`config.mk`:
```
export PLATFORM = sky130hd
export DESIGN_NAME = board_audio_route_config
export DESIGN_NICKNAME = d
export VERILOG_FILES = /design/src/rtl/board_audio_route_pkg.sv /design/src/rtl/board_audio_route_config.sv /design/src/rtl/pin_sync.sv /design/src/rtl/config_capture.sv
export VERILOG_INCLUDE_DIRS = /design/src /design/src/rtl
export SDC_FILE = /design/constraint.sdc
export NUM_CORES = 1
export LEC_CHECK = 0
export BUFFER_PORTS_ARGS = -buffer_cell sky130_fd_sc_hd__buf_2
export CAP_MARGIN = 20
export CORE_AREA = 2 2 113 115
export CTS_CLUSTER_DIAMETER = 60
export DETAILED_ROUTE_END_ITERATION = 6
export DIE_AREA = 0 0 115 117
export GPL_ROUTABILITY_DRIVEN = 0
export PLACE_DENSITY = 0.67
export SLEW_MARGIN = 40
export SYNTH_ARGS = -nofsm -noshare
export SYNTH_HDL_FRONTEND = slang
export SYNTH_SLANG_ARGS = --single-unit
export TNS_END_PERCENT = 30
```
`constraint.sdc`:
```
create_clock -name clk_sys_in -period 3.7 [get_ports clk_sys_in]
set_input_delay 0.37 -clock clk_sys_in [delete_from_list [all_inputs] [get_ports clk_sys_in]]
set_output_delay 0.37 -clock clk_sys_in [all_outputs]
set_load 0.02 [all_outputs]
```
`src/rtl/board_audio_route_map.svh`:
```
`ifndef BOARD_AUDIO_ROUTE_MAP_SVH
`define BOARD_AUDIO_ROUTE_MAP_SVH

// Configuration word layout, shared by the switch bank and the PC register.
`define CFG_W 11
`define SW_W 10
`define CFG_MS_LSB 0
`define CFG_MCLK_LSB 2
`define CFG_SERIAL_DATA_IN_HDR_BIT 4
`define CFG_COAX_BIT 5
`define CFG_I2S_BIT 6
`define CFG_R128_BIT 7
`define CFG_SPEED_LSB 8
`define CFG_TX_HDR_BIT 10

// Every selection defaults to zero except the speed mode, which is 01.
`define CFG_RESET 11'h100
`define SW_RESET 10'h100

// Register byte addresses.
`define ADDR_PC_CFG 4'h0
`define ADDR_STATUS 4'h4
`define ADDR_SWITCH 4'h8

// Status word layout.
`define ST_CABLE_BIT 16
`define ST_JUMPER_BIT 17
`define ST_CAPTURED_BIT 18

// AXI4-Lite responses.
`define RESP_OKAY 2'b00
`define RESP_SLVERR 2'b10

// Cycles that the switch synchroniser needs before its output is trusted.
`define SETTLE_CYC 3'h4

`endif

```
`src/rtl/board_audio_route_pkg.sv`:
```
package board_audio_route_pkg;

  typedef enum logic [1:0] {
    MST_CODEC = 2'b00,
    MST_RX = 2'b01,
    MST_TX = 2'b10,
    MST_HDR = 2'b11
  } master_sel_t;

  typedef enum logic [1:0] {
    MCLK_FROM_RX = 2'b00,
    MCLK_FROM_CODEC = 2'b01,
    MCLK_FROM_HDR = 2'b10,
    MCLK_FROM_HDR_ALT = 2'b11
  } mclk_src_t;

  typedef enum logic [1:0] {
    SPEED_SINGLE_DEEMPH = 2'b00,
    SPEED_SINGLE = 2'b01,
    SPEED_DOUBLE = 2'b10,
    SPEED_QUAD = 2'b11
  } speed_mode_t;

endpackage : board_audio_route_pkg

```
`src/rtl/board_audio_route_config.sv`:
```
// Design decisions made here: the AXI4-Lite register port and the placing of the registers.
`timescale 1ns/10ps
`include "board_audio_route_map.svh"
module board_audio_route_config (
  // Clock and reset
  input wire logic clk_sys_in,
  input wire logic rst_in,
  // AXI4-Lite slave
  input wire logic [3:0] s_axi_awaddr,
  input wire logic s_axi_awvalid,
  output logic s_axi_awready,
  input wire logic [31:0] s_axi_wdata,
  input wire logic [3:0] s_axi_wstrb,
  input wire logic s_axi_wvalid,
  output logic s_axi_wready,
  output logic [1:0] s_axi_bresp,
  output logic s_axi_bvalid,
  input wire logic s_axi_bready,
  input wire logic [3:0] s_axi_araddr,
  input wire logic s_axi_arvalid,
  output logic s_axi_arready,
  output logic [31:0] s_axi_rdata,
  output logic [1:0] s_axi_rresp,
  output logic s_axi_rvalid,
  input wire logic s_axi_rready,
  // Board straps
  input wire logic [`SW_W-1:0] switch_bank_in,
  input wire logic pc_cable_present_in,
  input wire logic control_direction_jumper_in,
  // Codec clocks and data
  input wire logic codec_mclk_in,
  output logic codec_mclk_out,
  output logic codec_mclk_oe_out,
  input wire logic codec_sclk_in,
  output logic codec_sclk_out,
  output logic codec_sclk_oe_out,
  input wire logic codec_lrck_in,
  output logic codec_lrck_out,
  output logic codec_lrck_oe_out,
  input wire logic codec_serial_data_out_in,
  output logic codec_serial_data_in_out,
  // Receiver clocks and data
  input wire logic rx_mclk_in,
  input wire logic rx_sclk_in,
  output logic rx_sclk_out,
  output logic rx_sclk_oe_out,
  input wire logic rx_lrck_in,
  output logic rx_lrck_out,
  output logic rx_lrck_oe_out,
  input wire logic rx_serial_data_out_in,
  // Transmitter clocks and data
  output logic tx_mclk_out,
  input wire logic tx_sclk_in,
  output logic tx_sclk_out,
  output logic tx_sclk_oe_out,
  input wire logic tx_lrck_in,
  output logic tx_lrck_out,
  output logic tx_lrck_oe_out,
  output logic tx_serial_data_in_out,
  // PCM header
  input wire logic pcm_header_mclk_in,
  output logic pcm_header_mclk_out,
  output logic pcm_header_mclk_oe_out,
  input wire logic pcm_header_sclk_in,
  output logic pcm_header_sclk_out,
  output logic pcm_header_sclk_oe_out,
  input wire logic pcm_header_lrck_in,
  output logic pcm_header_lrck_out,
  output logic pcm_header_lrck_oe_out,
  output logic pcm_header_serial_data_out,
  input wire logic pcm_header_serial_data_in,
  // Two-pin data headers
  input wire logic tx_data_header_in,
  output logic rx_data_header_out,
  // Control port paths
  input wire logic [2:0] pc_ctrl_in,
  output logic [2:0] codec_ctrl_out,
  input wire logic [2:0] control_header_in,
  output logic [2:0] control_header_out,
  output logic control_header_oe_out,
  // Device configuration
  output logic format_select_out,
  output logic mclk_ratio_128_out,
  output board_audio_route_pkg::speed_mode_t speed_mode_out,
  output logic spdif_coax_select_out
);
  import board_audio_route_pkg::*;

  logic [`SW_W-1:0] sw_level;
  logic [`SW_W-1:0] sw_cfg;
  logic sw_captured;
  logic cable_level;
  logic jumper_level;
  logic [`CFG_W-1:0] pc_cfg_r;
  logic [`CFG_W-1:0] act_cfg_r;
  logic [`CFG_W-1:0] act_cfg_nxt;
  master_sel_t master_sel;
  mclk_src_t mclk_src;
  logic board_mclk;
  logic board_sclk;
  logic board_lrck;
  logic aw_held_r;
  logic [3:0] aw_addr_r;
  logic w_held_r;
  logic [31:0] w_data_r;
  logic [3:0] w_strb_r;

  // Picks the line driven by whichever party is clock master.
  function automatic logic pick_master(input master_sel_t sel, input logic c,
                                       input logic r, input logic t, input logic h);
    case (sel)
      MST_CODEC: pick_master = c;
      MST_RX: pick_master = r;
      MST_TX: pick_master = t;
      default: pick_master = h;
    endcase
  endfunction : pick_master

  function automatic logic is_mapped(input logic [3:0] addr);
    is_mapped = (addr == `ADDR_PC_CFG) || (addr == `ADDR_STATUS) ||
                (addr == `ADDR_SWITCH);
  endfunction : is_mapped

  pin_sync #(.W(`SW_W), .INIT(`SW_RESET)) u_sw_sync (
    .clk_sys_in(clk_sys_in),
    .rst_in(rst_in),
    .pin_in(switch_bank_in),
    .level_out(sw_level)
  );

  pin_sync #(.W(2), .INIT(2'h0)) u_strap_sync (
    .clk_sys_in(clk_sys_in),
    .rst_in(rst_in),
    .pin_in({control_direction_jumper_in, pc_cable_present_in}),
    .level_out({jumper_level, cable_level})
  );

  config_capture u_capture (
    .clk_sys_in(clk_sys_in),
    .rst_in(rst_in),
    .sw_level_in(sw_level),
    .sw_cfg_out(sw_cfg),
    .captured_out(sw_captured)
  );

  // The PC path owns the settings while its cable is in; the header-data
  // choice for the transmitter exists only on that path.
  always_comb begin
    if (cable_level) begin
      act_cfg_nxt = pc_cfg_r;
    end else begin
      act_cfg_nxt = {1'b0, sw_cfg};
    end
  end

  always_ff @(posedge clk_sys_in or posedge rst_in) begin
    if (rst_in) begin
      act_cfg_r <= `CFG_RESET;
    end else begin
      act_cfg_r <= act_cfg_nxt;
    end
  end

  assign master_sel = master_sel_t'(act_cfg_r[`CFG_MS_LSB +: 2]);
  assign mclk_src = mclk_src_t'(act_cfg_r[`CFG_MCLK_LSB +: 2]);

  // Clock routing is pure gating: re-timing audio clocks in clk_sys would
  // add jitter and cannot keep up with a 256 Fs master clock.
  always_comb begin
    case (mclk_src)
      MCLK_FROM_RX: board_mclk = rx_mclk_in;
      MCLK_FROM_CODEC: board_mclk = codec_mclk_in;
      default: board_mclk = pcm_header_mclk_in;
    endcase
  end

  assign codec_mclk_out = board_mclk;
  assign codec_mclk_oe_out = (mclk_src != MCLK_FROM_CODEC);
  assign tx_mclk_out = board_mclk;
  assign pcm_header_mclk_out = board_mclk;
  assign pcm_header_mclk_oe_out = (mclk_src == MCLK_FROM_RX) ||
                                  (mclk_src == MCLK_FROM_CODEC);

  assign board_sclk = pick_master(master_sel, codec_sclk_in, rx_sclk_in, tx_sclk_in,
                                  pcm_header_sclk_in);
  assign board_lrck = pick_master(master_sel, codec_lrck_in, rx_lrck_in, tx_lrck_in,
                                  pcm_header_lrck_in);

  assign codec_sclk_out = board_sclk;
  assign codec_lrck_out = board_lrck;
  assign codec_sclk_oe_out = (master_sel != MST_CODEC);
  assign codec_lrck_oe_out = (master_sel != MST_CODEC);
  assign rx_sclk_out = board_sclk;
  assign rx_lrck_out = board_lrck;
  assign rx_sclk_oe_out = (master_sel != MST_RX);
  assign rx_lrck_oe_out = (master_sel != MST_RX);
  assign tx_sclk_out = board_sclk;
  assign tx_lrck_out = board_lrck;
  assign tx_sclk_oe_out = (master_sel != MST_TX);
  assign tx_lrck_oe_out = (master_sel != MST_TX);
  assign pcm_header_sclk_out = board_sclk;
  assign pcm_header_lrck_out = board_lrck;
  assign pcm_header_sclk_oe_out = (master_sel != MST_HDR);
  assign pcm_header_lrck_oe_out = (master_sel != MST_HDR);

  // Serial data paths.
  assign codec_serial_data_in_out = act_cfg_r[`CFG_SERIAL_DATA_IN_HDR_BIT] ?
                                    pcm_header_serial_data_in :
                                    rx_serial_data_out_in;
  assign pcm_header_serial_data_out = codec_serial_data_out_in;
  assign rx_data_header_out = rx_serial_data_out_in;
  assign tx_serial_data_in_out = act_cfg_r[`CFG_TX_HDR_BIT] ? tx_data_header_in :
                                 codec_serial_data_out_in;

  // Control port: the header mirrors the PC lines unless the jumper turns it round.
  assign codec_ctrl_out = jumper_level ? control_header_in : pc_ctrl_in;
  assign control_header_out = pc_ctrl_in;
  assign control_header_oe_out = !jumper_level;

  assign format_select_out = act_cfg_r[`CFG_I2S_BIT];
  assign mclk_ratio_128_out = act_cfg_r[`CFG_R128_BIT];
  assign speed_mode_out = speed_mode_t'(act_cfg_r[`CFG_SPEED_LSB +: 2]);
  assign spdif_coax_select_out = act_cfg_r[`CFG_COAX_BIT];

  // AXI4-Lite write side: address and data are caught in either order.
  assign s_axi_awready = !aw_held_r && !s_axi_bvalid;
  assign s_axi_wready = !w_held_r && !s_axi_bvalid;

  always_ff @(posedge clk_sys_in or posedge rst_in) begin
    if (rst_in) begin
      aw_held_r <= 1'b0;
      aw_addr_r <= 4'h0;
    end else if (s_axi_awvalid && s_axi_awready) begin
      aw_held_r <= 1'b1;
      aw_addr_r <= s_axi_awaddr;
    end else if (aw_held_r && w_held_r) begin
      aw_held_r <= 1'b0;
    end
  end

  always_ff @(posedge clk_sys_in or posedge rst_in) begin
    if (rst_in) begin
      w_held_r <= 1'b0;
      w_data_r <= 32'h0;
      w_strb_r <= 4'h0;
    end else if (s_axi_wvalid && s_axi_wready) begin
      w_held_r <= 1'b1;
      w_data_r <= s_axi_wdata;
      w_strb_r <= s_axi_wstrb;
    end else if (aw_held_r && w_held_r) begin
      w_held_r <= 1'b0;
    end
  end

  always_ff @(posedge clk_sys_in or posedge rst_in) begin
    if (rst_in) begin
      s_axi_bvalid <= 1'b0;
      s_axi_bresp <= `RESP_OKAY;
    end else if (aw_held_r && w_held_r) begin
      s_axi_bvalid <= 1'b1;
      s_axi_bresp <= is_mapped(aw_addr_r) ? `RESP_OKAY : `RESP_SLVERR;
    end else if (s_axi_bready) begin
      s_axi_bvalid <= 1'b0;
    end
  end

  // Only the PC configuration word is writable; byte lanes apply.
  always_ff @(posedge clk_sys_in or posedge rst_in) begin
    if (rst_in) begin
      pc_cfg_r <= `CFG_RESET;
    end else if (aw_held_r && w_held_r && aw_addr_r == `ADDR_PC_CFG) begin
      if (w_strb_r[0]) begin
        pc_cfg_r[7:0] <= w_data_r[7:0];
      end
      if (w_strb_r[1]) begin
        pc_cfg_r[`CFG_W-1:8] <= w_data_r[`CFG_W-1:8];
      end
    end
  end

  // AXI4-Lite read side: one cycle from address to data.
  assign s_axi_arready = !s_axi_rvalid;

  always_ff @(posedge clk_sys_in or posedge rst_in) begin
    if (rst_in) begin
      s_axi_rvalid <= 1'b0;
      s_axi_rdata <= 32'h0;
      s_axi_rresp <= `RESP_OKAY;
    end else if (s_axi_arvalid && s_axi_arready) begin
      s_axi_rvalid <= 1'b1;
      s_axi_rresp <= is_mapped(s_axi_araddr) ? `RESP_OKAY : `RESP_SLVERR;
      case (s_axi_araddr)
        `ADDR_PC_CFG: s_axi_rdata <= {21'h0, pc_cfg_r};
        `ADDR_STATUS: s_axi_rdata <= {13'h0, sw_captured, jumper_level, cable_level,
                                      5'h0, act_cfg_r};
        `ADDR_SWITCH: s_axi_rdata <= {22'h0, sw_cfg};
        default: s_axi_rdata <= 32'h0;
      endcase
    end else if (s_axi_rready) begin
      s_axi_rvalid <= 1'b0;
    end
  end
endmodule : board_audio_route_config

```
`src/rtl/pin_sync.sv`:
```
`timescale 1ns/10ps
// Three-stage synchroniser; the output moves only when stages two and three agree.
module pin_sync #(
  parameter int W = 1,
  parameter logic [W-1:0] INIT = '0
) (
  // Clock and reset
  input wire logic clk_sys_in,
  input wire logic rst_in,
  // Pins
  input wire logic [W-1:0] pin_in,
  output logic [W-1:0] level_out
);
  logic [W-1:0] meta_r;
  logic [W-1:0] s2_r;
  logic [W-1:0] s3_r;

  always_ff @(posedge clk_sys_in or posedge rst_in) begin
    if (rst_in) begin
      meta_r <= INIT;
      s2_r <= INIT;
      s3_r <= INIT;
    end else begin
      meta_r <= pin_in;
      s2_r <= meta_r;
      s3_r <= s2_r;
    end
  end

  // Each bit filters on its own so that one bouncing switch holds back no other.
  always_ff @(posedge clk_sys_in or posedge rst_in) begin
    if (rst_in) begin
      level_out <= INIT;
    end else begin
      level_out <= (s2_r & s3_r) | (level_out & (s2_r | s3_r));
    end
  end
endmodule : pin_sync

```
`src/rtl/config_capture.sv`:
```
`timescale 1ns/10ps
`include "board_audio_route_map.svh"
// Takes one snapshot of the switch bank after reset release and holds it.
module config_capture (
  // Clock and reset
  input wire logic clk_sys_in,
  input wire logic rst_in,
  // Synchronised switch levels
  input wire logic [`SW_W-1:0] sw_level_in,
  // Held settings
  output logic [`SW_W-1:0] sw_cfg_out,
  output logic captured_out
);
  logic [2:0] settle_r;

  always_ff @(posedge clk_sys_in or posedge rst_in) begin
    if (rst_in) begin
      settle_r <= 3'h0;
    end else if (settle_r != `SETTLE_CYC) begin
      settle_r <= settle_r + 3'h1;
    end
  end

  // Later switch moves are ignored until the next board reset.
  always_ff @(posedge clk_sys_in or posedge rst_in) begin
    if (rst_in) begin
      sw_cfg_out <= `SW_RESET;
      captured_out <= 1'b0;
    end else if (!captured_out && settle_r == `SETTLE_CYC) begin
      sw_cfg_out <= sw_level_in;
      captured_out <= 1'b1;
    end
  end
endmodule : config_capture

```
Word level (Yosys, flattened, before mapping)
Index checks and enable logic that the tools add are counted.
{"block": "totals", "reg_bits": 141, "inputBits": 84, "out_inout_bits": 78, "wordCells": 93}
{"block": "op_classes", "addsub": 1, "n_eq_ne": 13, "mux": 17, "bitwise_logic": 8, "n_reduce_logical": 30}
{"op": "$pmux 19 s3", "count": 1}
{"op": "$and 10x10->10", "count": 2}
{"op": "$or 10x10->10", "count": 2}
{"op": "$mux 11", "count": 1}
{"op": "$reduce_bool 2->1", "count": 5}
{"op": "$mux 1", "count": 9}
{"op": "$eq 4x3->1 const B", "count": 2}
{"op": "$eq 4x4->1 const B", "count": 2}
{"op": "$logic_and 1x1->1", "count": 8}
{"op": "$logic_not 4->1", "count": 2}
{"op": "$logic_not 1->1", "count": 6}
{"op": "$pmux 1 s3", "count": 2}
{"op": "$logic_or 1x1->1", "count": 5}
{"op": "$and 2x2->2", "count": 2}
{"op": "$eq 2x1->1 const B", "count": 2}
{"op": "$logic_not 2->1", "count": 2}
{"op": "$mux 2", "count": 2}
{"op": "$ne 2x1->1 const B", "count": 2}
{"op": "$ne 2x2->1 const B", "count": 2}
{"op": "$or 2x2->2", "count": 2}
{"op": "$reduce_and 2->1", "count": 2}
{"op": "$add 3x1->3 const B", "count": 1}
{"op": "$eq 3x3->1 const B", "count": 1}
{"op": "$mux 3", "count": 1}
{"op": "3 further kinds", "count": 3}

Logic depth before layout (Yosys ltp)
Gate-level depths: netlist (run 1).
{"block": "logic_depth", "depth_word": 4, "mapped_depth": 6}

Hierarchy
From an unflattened synthesis (run 1), not the netlist that was laid out.
{"block": "unflattened", "hier_cells": 329, "hier_area_um2": 4804.6}
{"module": "board_audio_route_config", "instances": 1, "cells_each": 229, "area_each_um2": 2854.0, "seq_area_each_um2": 1478.9}
{"module": "pin_sync at u_sw_sync", "instances": 1, "cells_each": 51, "area_each_um2": 1122.3, "seq_area_each_um2": 1006.0}
{"module": "config_capture", "instances": 1, "cells_each": 38, "area_each_um2": 601.8, "seq_area_each_um2": 351.6}
{"module": "pin_sync at u_strap_sync", "instances": 1, "cells_each": 11, "area_each_um2": 226.5, "seq_area_each_um2": 200.2}

Worst setup path after synthesis (run 1)
OpenSTA, ideal clock, no wires.
{"block": "synth_timing", "path_kind": "reg2out", "startpoint": "reg act_cfg_r[2]", "endpoint": "out pcm_header_mclk_out", "arrival_time_ns": 1.338, "required_time_ns": 3.330, "path_slack_ns": 1.992, "stages_incl_launch_ff": 4, "path_buffers": 1, "path_cell_list": "dfrtp_1 > mux2i_1 > o21ai_0 > buf_4"}
{"block": "synth_between", "elab_chain_cells": 2, "elab_cells_between_ends": 3, "classes_between": "1 x eq/ne; 1 x mux; 1 x reduce/logical"}
{"element": "from (decl)", "line": "board_audio_route_config.sv:95", "text": "logic [`CFG_W-1:0] act_cfg_r;"}
{"element": "from (signal assigned)", "line": "board_audio_route_config.sv:158", "text": "act_cfg_r <= `CFG_RESET;"}
{"element": "from (signal assigned)", "line": "board_audio_route_config.sv:160", "text": "act_cfg_r <= act_cfg_nxt;"}
{"element": "$eq 2x1->1 / $logic_not 2->1 (equally long branches)", "line": "board_audio_route_config.sv:170", "text": "case (mclk_src)"}
{"element": "$pmux 1 s2 (*)", "line": "board_audio_route_config.sv:170"}
{"element": "to (decl)", "line": "board_audio_route_config.sv:62", "text": "output logic pcm_header_mclk_out,"}
Every way passes the cells marked *; elsewhere a longest branch is shown, timed or not.

Worst setup path in the final report (run 1)
{"block": "layout_timing", "startpoint": "reg act_cfg_r[0]", "endpoint": "out pcm_header_lrck_out"}
{"block": "layout_between", "elab_chain_cells": 2, "elab_cells_between_ends": 4, "classes_between": "2 x eq/ne; 1 x mux; 1 x reduce/logical"}
{"element": "$eq 2x2->1 (tied with other cells)", "line": "board_audio_route_config.sv:111", "text": "case (sel)"}
{"element": "$pmux 1 s3 (*)", "line": "board_audio_route_config.sv:111"}
{"element": "to (decl)", "line": "board_audio_route_config.sv:68", "text": "output logic pcm_header_lrck_out,"}
Marks and branches as above.

==> results.md, run 1 <==
- The flow ran to the end, and the final reports show no timing, DRC or antenna violations.
- The adder-cell area share of the yosys netlist is 3.04%.
- Counting instances in the post-synthesis netlist gives the leading cell types as dfrtp_1 (114), mux2_2 (60), buf_4 (40).
- The number of nets with antenna violations after detailed routing is 0.
- The total number of clock tree sinks is 121.
- The total stage count of the critical path is 2.
- The combined area of all synthesized cells is 4770 µm².
- The maximum clock path buffer count is 2.
- The smallest clock period supported by the final layout is computed as 1.99 ns.
- Dividing the final minimum period by the clock period gives 53.9%.
- In the final design database the tool counted 535 nets.
- IR analysis of the VDD net gives a maximum drop of 0.243 mV.
- The static leakage is 2.81 nW.
- The effective utilization at floorplan is 38.8%.
- The total overflow left after global routing is 0.
- In the post-synthesis netlist, the cell with the most instances is dfrtp_1.
- Ranked by total cell area, the synthesized netlist is headed by dfrtp_1 (60%), mux2_2 (14%), buf_4 (6.3%), dfstp_2 (3.9%), maj3_1 (2.5%).
- Yosys mapped a number of flops with a built-in enable equal to 0.
- For the worst setup path, the data required time is 3.33 ns.
- Each instance of the synthesized netlist takes up on average 14.0 µm².
- 0 antenna diodes ended up in the layout.
- The tightest hold path in the finished design has a slack of 0.0661 ns.
- Data arrives at the worst endpoint at 1.62 ns.
- In this run, post-CTS hold repair placed 0 buffers.
- The floorplan step set the die width to 115 µm.
- The count of different cell masters after synthesis is 37.
- Of the cells placed in the final design, the portion with a size suffix greater than 1 is 48.7%.
- The total iterations of the first detailed-routing run is 5.
- The via count of the first global-routing pass is 2,934.
- The area added between synthesis and finish is 24.0%.
- The average routed wire per standard cell is 14.8 µm.
- For this design the top-level I/O count stands at 162.
- The number of DRC markers in iteration 0 is 100.
- The number of max-cap violations is 0.
- The overall die height is 117 µm.
- CTS placed an instance of clkbuf_16 at the clock tree root.
- The worst hold path stage count is 1.
- The pin slew with the least headroom to its limit is 0.802 ns.
- After synthesis, the share of cell area in mux cells is 15.3%.
- Timing would allow up to 501 MHz.
- The basic-gate share of the synthesized area counting and, or, nand and nor cells is 5.32%.
- The synthesized netlist devotes 0.183% of its cell area to XOR and XNOR gates.
- The maximum fanout count along the critical path is 7.
- The post-detailed-route DRC marker count is 0.
- The capturing element type of the critical path is a primary output.
- Summed over all instances, the cell type with the most area after synthesis is dfrtp_1.
- The final route contains 2,894 vias.
- Once detailed placement completed, the half-perimeter wirelength came to 6.29 mm.
- For this run, asynchronously set or reset flops after synthesis account for 100%.
- For the worst-skew pair, the clock arrives at the later sink with an insertion delay of 0.40 ns.
- The clock buffer count from CTS is 17.
- By area, the combinational part of the netlist is dominated by multiplexers.
- The H-tree depth is 4.
- The full die area is 13,500 µm².
- The total of buffers placed on input and output ports is 118.
- The initial antenna violation count is 0.
- The number of buffer and inverter instances along the worst setup path is 1.
- Using the TritonRoute via totals, the vias-per-cell ratio works out to 4.73.
- The detailed-route wire length is 9.04 mm.
- The hold violation total from the final report is 0.
- The total of warnings raised by yosys is 0.
- The clock tree from TritonCTS is done.
- Power spread over the standard cell area amounts to 714 nW/µm².
- The largest delay contributor family on the critical path is multiplexers.
- In this run the core area contains 41 standard-cell rows.
- The number of resized instances in the post-cts repair step is 0.
- Between clock sinks in the finished design, the worst skew comes to 0.00620 ns.
- Setup total negative slack on the finished layout was measured at 0 ns.
- The post-CTS setup-driven buffer insertion count is 0.
- Walking the worst path, the cells encountered are mux4_2, buf_2.
- Entering global routing, the biggest net connects 69 pins.
- The synthesized design contains 121 register bits.
- The worst setup path is launched from a flip-flop.
- The number of pins exceeding their max-slew limit in the final report was 0.
- The slowest stage cell on the critical path is mux4_2.
- The class of the worst hold path is input pin to flip-flop.
- The category of the critical setup timing path is flip-flop to primary output.
- Global routing consumed, over all layers together, 14.5% of the routing resources.
- The primary flip-flop cell chosen by synthesis mapping is dfrtp_1.
- The stage delay of the slowest cell on the critical path is 0.57 ns.
- The synthesized-area fraction occupied by ao, oa, aoi and oai cells is 4.64%.
- Setup repair after global routing left no endpoint under its margin.
- Counting cells, the worst reg-to-reg path comes to 3.
- In this run the tightest slew margin relative to its limit is 46.4%.
- Setup violations remaining at the end of the flow were counted as 0.
- The area of the core region is 12,300 µm².
- Summed over its instances, the top area cell type makes up 59.7% of the synthesized netlist area.
- The count of mapped cells out of synthesis is 340.
- The clock slew at the register clock pins of the worst setup and hold paths is 0.05 ns.
- The share of the yosys chip area belonging to registers is 63.6%.
- The global-route wire length before repair is 14.4 mm.
## worst reg2reg max path, stage by stage (launching register included)
cell and delay [ns]:
dfrtp_1 0.40, nor4_2 0.41, nand4_2 0.40, mux2_2 0.41
## worst paths after layout
kind	from	endpoint	slack (ns)
hold / removal	switch_bank_in[8]	u_sw_sync.meta_r[8]	0.07
min in group asynchronous	rst_in	w_data_r[7]	0.08
setup reg to reg	aw_addr_r[1]	pc_cfg_r[3]	1.98
setup / recovery	act_cfg_r[0]	pcm_header_lrck_out	1.71
max in group asynchronous	rst_in	act_cfg_r[8]	2.77
hold reg to reg	u_sw_sync.meta_r[5]	u_sw_sync.s2_r[5]	0.34
## cells in the final DEF (no fill, tap or decap), types with 3 or more instances in the layout
cell type / synthesis / layout
clkbuf_1: 4 / 5
mux2_2: 60 / 60
maj3_1: 12 / 12
a22oi_1: 6 / 6
conb_1: 1 / 20
nand2_1: 26 / 26
and2_1: 3 / 3
a222oi_1: 4 / 4
dfrtp_1: 114 / 114
dfstp_2: 7 / 7
clkbuf_8: 0 / 3
nand2b_1: 4 / 3
bufinv_16: 0 / 3
o21ai_0: 19 / 19
clkbuf_16: 0 / 17
buf_2: 2 / 118
inv_1: 9 / 8
nor2_1: 4 / 4
## per-stage QoR
stage	cells	setup WS [ns]	util (%)	power (mW)	instance area [µm²]
2_1_floorplan	359	0.127	-	2.43	4850
3_3_place_gp	580	1.72	43.1	2.58	5310
3_5_place_dp	580	1.69	43.1	2.61	5310
4_1_cts	612	1.66	48.0	4.28	5910
5_1_grt	612	1.60	48.1	4.44	5920
6_report	612	1.71	48.1	4.23	5920
## state kept, by name (all words and copies together), names as in the netlist, 10 cells and up
name	cells
s_axi_rdata	14
act_cfg_r	11
pc_cfg_r	11
w_data_r	11
u_capture.sw_cfg_out	10
u_sw_sync.level_out	10
u_sw_sync.meta_r	10
u_sw_sync.s2_r	10
u_sw_sync.s3_r	10
## where the power goes
group          internal [mW]  switching, mW
Combinational          0.378          0.421
Sequential              1.59          0.191
Clock                   1.11          0.540
Total                   3.08           1.15
## cells by family (layout without fill, tap and decap cells)
logic type               count (synthesis)  in the layout
other                                    1             20
multiplexers                            63             63
buffers and inverters                   57            160
AO/OA/AOI/OAI                           34             34
AND/OR/NAND/NOR                         49             49
flip-flops                             121            121
XOR/XNOR                                 1              1
adder cells (fa/ha/maj)                 14             14
## routing by layer
layer | track usage [%] | up-vias | routed length [µm]
met3 | 4.74 | 11 | 648
met5 | 0 | - | 0
met2 | 24.4 | 124 | 4380
li1 | - | 1341 | -
met4 | 6.91 | 0 | 156
met1 | 17.0 | 1418 | 3860
## cell type report
class,instances,area [µm²]
Clock inverter,7,115
Inverter,9,36.3
Tap cell,150,188
Timing Repair Buffer,119,611
Clock buffer,25,485
Multi-Input combinational cell,181,1450
Fill cell,1121,6390
Sequential cell,121,3040
No activity file was read; power rests on OpenSTA's default activity.
==> run 2: changes to the inputs <==
PLACE_DENSITY = not set   (was 0.67)
clock period = 2 ns   (was 3.7 ns; I/O delays follow)
==> results.md, run 2 (synthesis gave the netlist of run 1 again) <==
- The flow ran to the end, and the final reports show no timing, DRC or antenna violations.
- The maximum fanout count along the critical path is 7 (unchanged).
- The most common cell after layout, fill and taps aside is buf_2.
- The later-pin clock latency in the skew report came to 0.40 ns (about the same).
- The endpoint arrival time on the critical path is 1.64 ns (+0.02 ns).
- The clock buffer count from CTS was 17 (unchanged).
- The maximum resistive drop on vdd was 0.442 mV (+82%).
- The post-detailed-route DRC marker count came to 0 (unchanged).
- The start point of the worst min-delay path is s_axi_wdata[7].
- The maximum clock path buffer count came to 2 (unchanged).
- The setup slack after layout came to 0.161 ns (-1.54 ns).
- The detailed-route wire length is 9.35 mm (+3.4%).
- The fraction of the cycle the final worst path needs is 92.0%.
- Leaving out fill and tap cells, the most frequent cells in the layout are buf_2 (118), dfrtp_1 (114), mux2_2 (60).
- The tightest slew margin relative to the limit is 59.7% (+13 points).
- The number of pins exceeding their max-slew limit in the final report is 0 (unchanged).
- The total area of multi-input combinational cells is 1440 µm² (-0.52%).
- The worst setup path is of the flip-flop to primary output kind.
- The average routed wire per standard cell came to 14.8 µm (+0.14%).
- The clock slew at the register clock pins of the worst setup and hold paths is 0.05 ns (about the same).
- The width of the chip is 115 µm (unchanged).
- The final total negative setup slack was 0 ns (unchanged).
- The full die area is 13,500 µm² (unchanged).
- Setup repair after global routing left no endpoint under its margin.
- The core utilization of the finished layout is 49.6% (+1.5 points).
- The area added between synthesis and finish is 27.8%.
- The flip-flop count of the largest register after layout is 14 (unchanged).
- The number of filler cells placed in the layout is 1,092 (-2.6%).
- The worst setup path startpoint is act_cfg_r[0].
- The register bank with the most flops is s_axi_rdata.
- The number of DRC markers in iteration 0 is 96 (-4.0%).
- The effective utilization at floorplan was 38.8% (unchanged).
- The number of resized instances in the post-cts repair step came to 0 (unchanged).
- The via count is 2,959 (+2.2%).
- The number of diodes is 0 (unchanged).
- The net count reported at finish is 555 (+3.7%).
- The global-route wire length before repair is 14.5 mm (+0.96%).
- The number of nets with antenna violations after detailed routing is 0 (unchanged).
- The static leakage is 2.90 nW (+3.2%).
- The data required time of the worst path came to 1.80 ns (-1.53 ns).
- The total of buffers placed on input and output ports is 118 (unchanged).
- The total number of clock tree sinks was 121 (unchanged).
- TritonCTS built the clock tree.
- The maximum number of pins on one net before global-route repair is 77 (+12%).
- The smallest hold slack is 0.0285 ns (-0.0375 ns).
- The via count of the first global-routing pass is 2,942 (+0.27%).
- The worst setup skew after layout is 0.0100 ns (+0.00382 ns).
- The path class of the tightest hold or removal check is input pin to flip-flop.
- The area of the core region is 12,300 µm² (unchanged).
- The pin slew with the least headroom to its limit is 0.605 ns (-0.197 ns).
- The startpoint of the worst-slack reg-to-reg timing path is aw_addr_r[1].
- STA classifies the critical path endpoint as a primary output.
- The number of max-cap violations is 0 (unchanged).
- The cell at the root of the clock tree is clkbuf_16.
- The area used by sequential logic in the layout was 3040 µm² (unchanged).
- The peak clock frequency supported by timing is 544 MHz.
- The global-route total usage across every layer is 14.7% (+0.19 points).
- The number of vias per cell was 4.68 (-0.99%).
- The number of placement rows is 41 (unchanged).
- The hold violation total from the final report came to 0 (unchanged).
- The I/O pin total is 162 (unchanged).
- STA classifies the critical path startpoint as a flip-flop.
- The pre-CTS worst setup slack is 0.274 ns (-1.42 ns).
- The overall die height is 117 µm (unchanged).
- The cell area power density is 1290 nW/µm² (+80%).
- The H-tree depth is 4 (unchanged).
- The initial antenna violation count is 0 (unchanged).
- The total grt overflow is 0 (unchanged).
- The share of cells above drive strength 1 is 47.5% (-1.2 points).
- The clock period minus final worst setup slack is 1.84 ns.
- The total iterations of the first detailed-routing run is 4 (-1).
- The HPWL after detailed placement is 6.39 mm (+1.5%).
- The final setup violation count is 0 (unchanged).
run 2: per-layer routing:
layer	wire [µm]	global-route usage (%)	share of wire (%)	vias to the layer above
met1	3890	17.6	42	1455
met3	610	5.51	6.5	7
met5	0	0	0	-
met2	4770	24.7	51	110
li1	-	-	-	1387
met4	78	5.06	0.83	0
run 2: where the power goes:
group | total [mW] | internal, mW | switching (mW)
Combinational | 1.51 | 0.730 | 0.780
Clock | 3.04 | 2.05 | 0.989
Sequential | 3.30 | 2.94 | 0.358
run 2: path summary, 6_finish.rpt:
kind                       slack, ns  depth (start not counted)             endpoint
max                             0.16                          2  pcm_header_sclk_out
min                             0.03                          2          w_data_r[7]
max reg2reg                     0.33                          3          pc_cfg_r[2]
min reg2reg                     0.34                          0    u_sw_sync.s2_r[7]
max in group asynchronous       0.89                          4    u_sw_sync.s2_r[8]
min in group asynchronous       0.37                          3    u_sw_sync.s3_r[9]
run 2: what timing repair did:
item | in CTS | in global routing
hold buffers | 15 | 0
buffers inserted | 0 | 0
endpoints found under the hold margin | 29 | 0
run 2: metrics by stage:
stage                     area, µm²  power (mW)  std cells
after floorplan                4850        4.49        359
after global placement         5350        4.79        585
after detailed placement       5350        4.85        585
after CTS                      6090        7.95        632
after global routing           6100        8.28        632
final                          6100        7.84        632
run 2: cell type report:
type / instances / share of cell area (%)
sequential: 121 / 49.8
multi-input combinational: 181 / 23.6
timing repair buffer: 139 / 13.1
clock buffer: 24 / 7.90
tap: 150 / 3.08
clock inverter: 8 / 1.93
inverter: 9 / 0.615
run 2: critical path, stage by stage, from the launching register on:
cell	delay (ns)
dfrtp_1	0.48
mux4_2	0.57
buf_2	0.18
==> run 3: changes to the inputs <==
CORE_AREA = 2 2 101 103   (was 2 2 113 115)
DIE_AREA = 0 0 103 105   (was 0 0 115 117)
PLACE_DENSITY = 0.78   (was not set)
==> results.md, run 3 (synthesis gave the netlist of run 1 again) <==
- The pin slew with the least headroom to its limit is 0.625 ns (+0.0203 ns).
- The post-detailed-route DRC marker count is 0 (unchanged).
- The number of vias per cell is 4.81 (+2.8%).
- The average routed wire per standard cell is 14.5 µm (-2.2%).
- The number of pins exceeding their max-slew limit in the final report is 0 (unchanged).
- The setup path with the least slack is of type flip-flop to primary output.
- The portion of total power attributed to sequential cells is 43.3% (+1.3 points).
- The total internal power was 5.40 mW (-5.5%).
- The global-route wire length before repair is 14.5 mm (about the same).
- The width of the chip was 103 µm (-10%).
- The combinational group share of total power is 20.5% (+1.3 points).
- The final total negative setup slack is 0 ns (unchanged).
- The total of buffers placed on input and output ports came to 118 (unchanged).
- The clock share of power is 36.2% (-2.5 points).
- The number of diodes came to 0 (unchanged).
- The flow ran to the end, and the final reports show no timing, DRC or antenna violations.
- The via count is 3,052 (+3.1%).
- The library cell used most frequently in the layout, excluding fill and tap cells, is buf_2.
- The effective utilization at floorplan was 49.5% (+11 points).
- The worst setup skew after layout is 0.00854 ns (-0.00148 ns).
- The H-tree depth came to 4 (unchanged).
- The HPWL after detailed placement is 6.14 mm (-3.9%).
- The maximum fanout count along the critical path is 7 (unchanged).
- The overall die height is 105 µm (-10%).
- In this run the worst hold path is classified as input pin to flip-flop.
- The total grt overflow is 0 (unchanged).
- The data required time of the worst path is 1.80 ns (about the same).
- The cell area power density is 1220 nW/µm² (-5.1%).
- The maximum resistive drop on vdd was 0.711 mV (+61%).
- The full die area came to 10,800 µm² (-20%).
- The clock period minus final worst setup slack was 1.88 ns (+0.0401 ns).
- The total number of clock tree sinks is 121 (unchanged).
- The via count of the first global-routing pass is 2,946 (+0.14%).
- The later-pin clock latency in the skew report is 0.51 ns (+0.11 ns).
- The detailed-route wire length came to 9.17 mm (-1.9%).
- The number of placement rows was 36 (-12%).
- The initial antenna violation count is 0 (unchanged).
- The area added between synthesis and finish is 30.3%.
- The kind of start point of the critical path is a flip-flop.
- The flip-flop count of the largest register after layout was 14 (unchanged).
- The clock slew at the register clock pins of the worst setup and hold paths is 0.06 ns (about the same).
- The final standard cell area without fillers came to 6220 µm² (+2.0%).
- The hold violation total from the final report is 0 (unchanged).
- The I/O pin total is 162 (unchanged).
- The number of nets with antenna violations after detailed routing is 0 (unchanged).
- The peak clock frequency supported by timing is 532 MHz (-2.1%).
- The tree is rooted in a clkbuf_8.
- The fraction of the cycle the final worst path needs came to 94.0% (+2.0 points).
- The switching share of power came to 28.9% (+1.8 points).
- The clock buffer count from CTS is 17 (unchanged).
- Setup repair after global routing left no endpoint under its margin.
- The share of cells above drive strength 1 is 46.5% (-1.0 points).
- The area of the core region is 9640 µm² (-22%).
- The register with the most flip-flops in the final layout is s_axi_rdata.
- The smallest hold slack was 0.0829 ns (+0.0543 ns).
- The setup slack after layout came to 0.120 ns (-0.0401 ns).
- The maximum clock path buffer count is 2 (unchanged).
- The placed standard-cell area was 5350 µm² (+0.12%).
- The number of max-cap violations was 0 (unchanged).
- The endpoint arrival time on the critical path is 1.68 ns (+0.04 ns).
- Leaving out fill and tap cells, the most frequent cells in the layout are buf_2 (118), dfrtp_1 (113), mux2_2 (60).
- The total iterations of the first detailed-routing run was 5 (+1).
- The pre-CTS worst setup slack was 0.309 ns (+0.0352 ns).
- The global-route total usage across every layer is 18.1% (+3.4 points).
- The switching power is 2.19 mW (+3.1%).
- The net count reported at finish is 574 (+3.4%).
- The tightest slew margin relative to the limit is 58.3% (-1.4 points).
- The clock tree from TritonCTS is done.
- The post-CTS setup-driven buffer insertion count is 0 (unchanged).
- The number of DRC markers in iteration 0 is 125 (+30%).
- The number of filler cells placed in the layout is 732 (-33%).
- The maximum number of pins on one net before global-route repair came to 60 (-22%).
- The static leakage is 2.96 nW (+1.8%).
- The capturing element type of the critical path is a primary output.
- The final setup violation count is 0 (unchanged).
[run 3: timing repair]
item	in CTS	in global routing
hold buffers	32	0
gates resized for setup	0	1
endpoints found under the setup margin	0	8
endpoints found under the hold margin	44	0
[run 3: worst max-delay path: stages, from the launching register on]
cell and delay, ns:
dfrtp_2 0.43, mux4_2 0.55, buf_2 0.18
[run 3: worst paths after layout]
| path | endpoint | start | slack [ns] | cells after the start |
|---|---|---|---|---|
| max | rx_sclk_out | act_cfg_r[0] | 0.12 | 2 |
| min | s_axi_rdata[16] | s_axi_araddr[0] | 0.08 | 4 |
| max reg2reg | pc_cfg_r[7] | aw_addr_r[1] | 0.30 | 3 |
| min reg2reg | u_sw_sync.s2_r[5] | u_sw_sync.meta_r[5] | 0.35 | 0 |
| max in group asynchronous | u_sw_sync.s3_r[3] | rst_in | 1.16 | 4 |
| min in group asynchronous | act_cfg_r[9] | rst_in | 0.24 | 3 |
[run 3: power groups by stage]
stage | sequential [mW] | combinational, mW | clock (mW)
finish | 3.29 | 1.55 | 2.75
global route | 3.37 | 1.70 | 2.94
CTS | 3.29 | 1.58 | 2.81
detailed placement | 3.33 | 1.52 | 0
global placement | 3.30 | 1.48 | 0
floorplan | 3.28 | 1.21 | 0
[run 3: metal layers]
layer / routed length, µm / global-route usage (%) / share of wire, %
met1: 3810 / 22.6 / 42
met2: 4540 / 28.6 / 50
met3: 675 / 6.22 / 7.4
met4: 141 / 7.61 / 1.5
met5: 0 / 0 / 0
[run 3: layout make-up]
cell class	instances	area, µm²	share of cell area [%]
repair buffers	158	996	16.0
flip-flops and latches	121	3040	48.8
multi-input cells	181	1440	23.1
inverters	9	37.5	0.603
well taps	133	166	2.67
clock inverters	11	98.8	1.59
clock buffers	21	449	7.22
[run 3: metrics by stage]
stage	utilization (%)	total power [mW]	instances
detailed placement	55.5	4.85	570
global route	64.5	8.01	634
floorplan	-	4.49	359
CTS	64.5	7.68	634
global placement	55.5	4.77	570
finish	64.5	7.59	634
